==> src/hdl/guard_pkg.sv <==
// Constants and carrier types for the dual watchdog output guard
package guard_pkg;

  // Clock rate
  localparam int unsigned CLK_KHZ           = 200_000;
  // User watchdog expiration after reset, in milliseconds
  localparam int unsigned USER_EXPIRE_MS    = 500;
  localparam logic [31:0] USER_EXPIRE_CYCLES = 32'(USER_EXPIRE_MS * CLK_KHZ);
  // System watchdog expiration without an enable indication, in milliseconds
  localparam int unsigned SYS_EXPIRE_MS     = 100;
  localparam logic [31:0] SYS_EXPIRE_CYCLES = 32'(SYS_EXPIRE_MS * CLK_KHZ);
  localparam logic [31:0] COUNT_ZERO        = 32'h0000_0000;
  localparam logic [31:0] COUNT_ONE         = 32'h0000_0001;
  // Reset values
  localparam logic        SYS_EXPIRED_RST   = 1'b1;
  localparam logic        USER_EXPIRED_RST  = 1'b0;
  localparam logic        USER_ARMED_RST    = 1'b0;

  // Indications from the operator station, sampled every clock
  typedef struct packed {
    logic enable;
    logic stand_down;
    logic link_fail;
    logic estop;
  } station_ind_t;

  // Actuator output gates, high while the output may be driven
  typedef struct packed {
    logic pwm;
    logic relay;
    logic solenoid;
  } actuator_gate_t;

endpackage : guard_pkg

==> src/hdl/dual_watchdog_output_guard.sv <==
// Dual watchdog guard that gates the pwm, relay and solenoid outputs
`timescale 1ns/100ps

// Behaviour
// - Two independent watchdogs; either timing out while enabled turns all actuator outputs off
// - An enabled watchdog times out when not fed within its expiration interval
// - The system watchdog is always enabled; no input can disable it
// - Station enable indications without a fault indication keep the system watchdog alive; station must keep sending
// - Station disable, link failure or emergency stop time out the system watchdog
// - Software arm select enables the user watchdog; disarmed it never gates outputs
// - Each feed returns whether the user watchdog had already timed out
// - Living status is true until the user watchdog times out
// - Kill forces the user watchdog into timeout at once
// - User expiration is programmable, half a second after reset; user watchdog starts disarmed
// - Outputs permitted only when each watchdog is disarmed or alive
module dual_watchdog_output_guard #(
  parameter logic [31:0] USER_DEFAULT_CYCLES = guard_pkg::USER_EXPIRE_CYCLES,
  parameter logic [31:0] SYS_TIMEOUT_CYCLES  = guard_pkg::SYS_EXPIRE_CYCLES
) (
  input  wire logic                      clk_sys,
  input  wire logic                      arst_n,
  input  wire guard_pkg::station_ind_t   station_ind,
  input  wire logic                      user_guard_arm_select,
  input  wire logic                      user_period_load,
  input  wire logic [31:0]               user_period_value,
  input  wire logic                      user_feed,
  input  wire logic                      user_kill,
  output logic                           feed_ack,
  output logic                           feed_was_expired,
  output logic                           user_guard_living,
  output logic                           system_guard_living,
  output logic                           system_outputs_permitted,
  output guard_pkg::actuator_gate_t      actuator_gate
);

  // Count plus one has reached the limit on this cycle
  function automatic logic reached(input logic [31:0] cnt, input logic [31:0] limit);
    logic [32:0] nxt;
    nxt = {1'b0, cnt} + 33'h0_0000_0001;
    reached = (nxt >= {1'b0, limit});
  endfunction : reached

  // Reset release synchroniser
  logic rst_meta_reg;
  logic rst_n_reg;

  always_ff @(posedge clk_sys or negedge arst_n)
  begin
    if (!arst_n)
    begin
      rst_meta_reg <= 1'b0;
      rst_n_reg    <= 1'b0;
    end
    else
    begin
      rst_meta_reg <= 1'b1;
      rst_n_reg    <= rst_meta_reg;
    end
  end

  // System watchdog state
  logic [31:0] sys_cnt_reg;
  logic [31:0] sys_cnt_next;
  logic        sys_expired_reg;
  logic        sys_expired_next;
  logic        station_bad;

  always_comb
  begin
    sys_cnt_next     = sys_cnt_reg;
    sys_expired_next = sys_expired_reg;
    station_bad      = station_ind.stand_down | station_ind.link_fail | station_ind.estop;
    if (station_bad)
    begin
      sys_expired_next = 1'b1;
      sys_cnt_next     = guard_pkg::COUNT_ZERO;
    end
    else if (station_ind.enable)
    begin
      sys_expired_next = 1'b0;
      sys_cnt_next     = guard_pkg::COUNT_ZERO;
    end
    else if (!sys_expired_reg)
    begin
      if (reached(sys_cnt_reg, SYS_TIMEOUT_CYCLES))
        sys_expired_next = 1'b1;
      else
        sys_cnt_next = sys_cnt_reg + guard_pkg::COUNT_ONE;
    end
  end

  always_ff @(posedge clk_sys or negedge rst_n_reg)
  begin
    if (!rst_n_reg)
    begin
      sys_cnt_reg     <= guard_pkg::COUNT_ZERO;
      sys_expired_reg <= guard_pkg::SYS_EXPIRED_RST;
    end
    else
    begin
      sys_cnt_reg     <= sys_cnt_next;
      sys_expired_reg <= sys_expired_next;
    end
  end

  // User watchdog state
  logic [31:0] usr_cnt_reg;
  logic [31:0] usr_cnt_next;
  logic [31:0] usr_period_reg;
  logic [31:0] usr_period_next;
  logic        usr_expired_reg;
  logic        usr_expired_next;
  logic        armed_reg;
  logic        armed_next;

  always_comb
  begin
    usr_cnt_next     = usr_cnt_reg;
    usr_expired_next = usr_expired_reg;
    usr_period_next  = usr_period_reg;
    armed_next       = user_guard_arm_select;
    if (user_period_load)
    begin
      if (user_period_value == guard_pkg::COUNT_ZERO)
        usr_period_next = guard_pkg::COUNT_ONE;
      else
        usr_period_next = user_period_value;
    end
    if (user_kill)
      usr_expired_next = 1'b1;
    else if (user_feed)
    begin
      usr_expired_next = 1'b0;
      usr_cnt_next     = guard_pkg::COUNT_ZERO;
    end
    else if (armed_next && !armed_reg)
      usr_cnt_next = guard_pkg::COUNT_ZERO;
    else if (armed_reg && !usr_expired_reg)
    begin
      if (reached(usr_cnt_reg, usr_period_reg))
        usr_expired_next = 1'b1;
      else
        usr_cnt_next = usr_cnt_reg + guard_pkg::COUNT_ONE;
    end
  end

  always_ff @(posedge clk_sys or negedge rst_n_reg)
  begin
    if (!rst_n_reg)
    begin
      usr_cnt_reg     <= guard_pkg::COUNT_ZERO;
      usr_period_reg  <= USER_DEFAULT_CYCLES;
      usr_expired_reg <= guard_pkg::USER_EXPIRED_RST;
      armed_reg       <= guard_pkg::USER_ARMED_RST;
    end
    else
    begin
      usr_cnt_reg     <= usr_cnt_next;
      usr_period_reg  <= usr_period_next;
      usr_expired_reg <= usr_expired_next;
      armed_reg       <= armed_next;
    end
  end

  // Output state
  logic                      permit_next;
  logic                      ack_next;
  logic                      late_next;
  guard_pkg::actuator_gate_t gate_next;

  always_comb
  begin
    permit_next = !sys_expired_next && !(armed_next && usr_expired_next);
    gate_next   = {3{permit_next}};
    ack_next    = user_feed;
    late_next   = feed_was_expired;
    if (user_feed)
      late_next = usr_expired_reg;
  end

  always_ff @(posedge clk_sys or negedge rst_n_reg)
  begin
    if (!rst_n_reg)
    begin
      feed_ack                 <= 1'b0;
      feed_was_expired         <= 1'b0;
      user_guard_living        <= 1'b1;
      system_guard_living      <= 1'b0;
      system_outputs_permitted <= 1'b0;
      actuator_gate            <= '0;
    end
    else
    begin
      feed_ack                 <= ack_next;
      feed_was_expired         <= late_next;
      user_guard_living        <= !usr_expired_next;
      system_guard_living      <= !sys_expired_next;
      system_outputs_permitted <= permit_next;
      actuator_gate            <= gate_next;
    end
  end
endmodule : dual_watchdog_output_guard

==> config.mk <==
export PLATFORM = sky130hd
export DESIGN_NAME = dual_watchdog_output_guard
export DESIGN_NICKNAME = d
export VERILOG_FILES = /design/src/hdl/guard_pkg.sv /design/src/hdl/dual_watchdog_output_guard.sv
export SDC_FILE = /design/constraint.sdc
export NUM_CORES = 1
export LEC_CHECK = 0
export BUFFER_PORTS_ARGS = -buffer_cell sky130_fd_sc_hd__buf_2
export CORE_MARGIN = 5
export CORE_UTILIZATION = 50
export DETAILED_ROUTE_END_ITERATION = 8
export GPL_ROUTABILITY_DRIVEN = 1
export HOLD_SLACK_MARGIN = 0.05
export PLACE_DENSITY = 0.68
export SKIP_CTS_REPAIR_TIMING = 1
export SLEW_MARGIN = 10
export SYNTH_ARGS = -nofsm -noshare
export SYNTH_HDL_FRONTEND = slang
export SYNTH_SLANG_ARGS = --single-unit
==> constraint.sdc <==
create_clock -name clk_sys -period 4.8 [get_ports clk_sys]
set_input_delay 0.48 -clock clk_sys [delete_from_list [all_inputs] [get_ports clk_sys]]
set_output_delay 0.48 -clock clk_sys [all_outputs]
set_load 0.05 [all_outputs]
==> results.json <==
{
  "synth_seq_cells": 106,
  "synth.area.top_cells": "dfrtp_1, nand2_1, ha_1, dfstp_2, a21oi_1",
  "synth_top_family_by_area": "simple AND/OR/NAND/NOR gates",
  "cap_viol_max_count": 0,
  "yosysMostFrequentCell": "nand2_1",
  "cts_tree": "yes",
  "grt_setup_unrepaired": "no",
  "max_stage_delay_ns": 0.63,
  "fillers": 1211,
  "grt_pass1_vias": 5519,
  "numCtsBuffers": 9,
  "wl_mm": 15.5,
  "met2_usage": 0.358,
  "worstRegToRegCells": 14,
  "r2r_slack_ns": 0.49,
  "grt_max_degree": 65,
  "detail-route-antenna-nets": 0,
  "required_ns": 5.05,
  "gr-total-overflow": 0,
  "critical_path_class": "reg2reg",
  "drv_slew": 0,
  "final.setup.tns_ns": 0,
  "worstReg2RegStart": "usr_cnt_reg[0]",
  "crit_arrival_ns": 4.56,
  "layout_setup_ws_ns": 0.494,
  "die_x_um": 125,
  "hpwl_mm": 11.4,
  "final_design_area_no_fill_sq_um": 7250,
  "grt_pass1_wl_mm": 26.3,
  "cts_buffer_depth": 2,
  "grt-busiest-layer": "met2",
  "crit_slowest_cell": "or4_4",
  "synth_edf_count": 0,
  "antenna_found_initial": 0,
  "path_buf_inv": 0,
  "cts-root-buf": "clkbuf_16",
  "post_drt_wl_per_cell_um": 15.8,
  "hold_end": "armed_reg",
  "nets": 873,
  "min_period_ns": 4.31,
  "layout-drive-gt1-share": 0.129,
  "clk_pin_slew_ns": 0.07,
  "fin_crit_sh": 0.897,
  "fin_skew_ns": 0.00668,
  "async_reset_ff_frac": 1.00,
  "die_h_um": 125,
  "synth_compound_area_frac": 0.147,
  "vdd_drop_max_v": 0.000204,
  "status": "completed",
  "core_region_area_sq_um": 13100,
  "crit_family": "simple AND/OR/NAND/NOR gates",
  "dr.pass1.iters": 5,
  "grt_usage": 0.202,
  "synth_cells": 771,
  "powerDensity_nw_per_um2": 257,
  "synth-xor-area-share": 0.0371,
  "ys_seq_area_frac": 0.404,
  "yosys.area_share.simple": 0.281,
  "worst_pin_slew_ns": 1.19,
  "r2r-end": "usr_cnt_reg[27]",
  "diodes": 0,
  "worstHoldStart": "user_guard_arm_select",
  "leakagePower_nw": 3.39,
  "slew_headroom": 0.209,
  "whs_path_depth": 1,
  "vias_per_cell": 5.77,
  "worstPathCellList": "ha_1 > and4_1 > nand4_1 > or3_1 > xnor2_1 > ha_1 > and3_1 > nor3b_1 > a31oi_1 > o21ai_1 > a31o_2 > or4_4 > or3_1 > o211ai_1",
  "synth_mux_area_frac": 0.0108,
  "start_util": 0.505,
  "hold_path.class": "in2reg",
  "grt_util_met1": 0.244,
  "synth_nets": 848,
  "synth_area_per_cell_sq_um": 8.58,
  "synth_ff_type": "dfrtp_1",
  "ioPinCount": 50,
  "placementRows": 42,
  "crit_cells": 14,
  "dieArea_sq_um": 15600,
  "synth_fa_ha_area_frac": 0.0662,
  "yosys.area.top_type": "dfrtp_1",
  "cts_max_level": 3,
  "dpl_worst_slack_ns": 0.266,
  "detail_route.iter0.violations": 377,
  "hold_viol": 0,
  "crit_fanout": 26,
  "start_kind": "flop",
  "gp_congestion": 0.887,
  "vias": 5642,
  "placedInstanceArea_sq_um": 6940,
  "yosysUniqueCellTypes": 58,
  "ys_warn_count": 0,
  "gr-usage-met3": 0.0533,
  "synth_commonest_cells": "nand2_1, dfrtp_1, inv_1",
  "clock_sinks": 106,
  "syn2layout_area_growth_pct": 9.57,
  "end_kind": "flop",
  "portBuffers": 49,
  "fmax_mhz": 232,
  "setup_viol": 0,
  "clk_latency_ns": 0.36,
  "yosys.area.top_type_share": 0.348,
  "drc": 0,
  "syn_area_sq_um": 6610
}
-- worst max-delay path by stage --
stage,from,endpoint,slack (ns)
floorplan,usr_cnt_reg[0],usr_cnt_reg[8],0.93
global placement,usr_cnt_reg[0],usr_cnt_reg[8],0.45
detailed placement,usr_cnt_reg[0],usr_cnt_reg[27],0.27
CTS,usr_cnt_reg[0],usr_cnt_reg[27],0.22
global route,usr_cnt_reg[8],usr_cnt_reg[27],0.20
finish,usr_cnt_reg[0],usr_cnt_reg[27],0.49
-- kinds of logic (layout without fill, tap and decap cells) --
kind of cell / Yosys count / after routing
AOI/OAI and AO/OA: 153 / 153
xor gates and xnor gates: 28 / 28
adders and majority gates: 35 / 35
buffers and inverters: 87 / 117
DFF: 106 / 106
muxes: 7 / 7
other: 1 / 1
and+or+nand+nor: 354 / 354
-- through the flow --
step | hold slack (ns) | instances | total power [mW] | util
3_3_place_gp | 0.265 | 960 | 1.13 | 0.530
4_1_cts | -0.114 | 976 | 1.88 | 0.553
6_report | 0.298 | 977 | 1.86 | 0.554
3_5_place_dp | 0.269 | 960 | 1.13 | 0.530
5_1_grt | 0.291 | 977 | 1.95 | 0.554
2_1_floorplan | 0.184 | 771 | 1.07 | -
-- placed cells by master, fill, tap and decap left out, drive strengths merged, types with 2 or more instances in the layout --
cell type and count:
nand2 131, dfrtp 92, buf 54, inv 46, o21ai 42, a21oi 42, ha 35, nand3 30
nand4 28, nor2 26, and3 23, nand2b 20, o31ai 20, or4 20, xnor2 15, a21o 15
nor3 15, dfstp 14, nor4 14, clkbuf 14, xor2 13, or3 12, and2 9, and4 9
or2 9, o211ai 6, mux2i 6, a31oi 4, o2111ai 3, nor3b 3, nand4b 3, nor2b 2
o21a 2, o211a 2, a211o 2, o311ai 2, o21bai 2, a31o 2
-- final cells by class --
type | instances | area [sq um] | area share
flip-flops and latches | 106 | 2670 | 0.369
inverters | 46 | 173 | 0.0238
multi-input cells | 578 | 3590 | 0.496
well taps | 176 | 220 | 0.0304
clock buffers | 14 | 254 | 0.0351
clock inverters | 2 | 37.5 | 0.00518
repair buffers | 55 | 293 | 0.0404
-- metal layers --
layer | wire length (um) | vias up
met4 | 261 | 0
met3 | 717 | 19
li1 | - | 2788
met1 | 6650 | 2721
met5 | 0 | -
met2 | 7830 | 114
-- power breakdown --
group | switching, mW | internal [mW]
registers | 0.0185 | 0.931
clock network | 0.324 | 0.420
logic | 0.110 | 0.0550
total | 0.452 | 1.41
No activity file was read; power rests on OpenSTA's default activity.
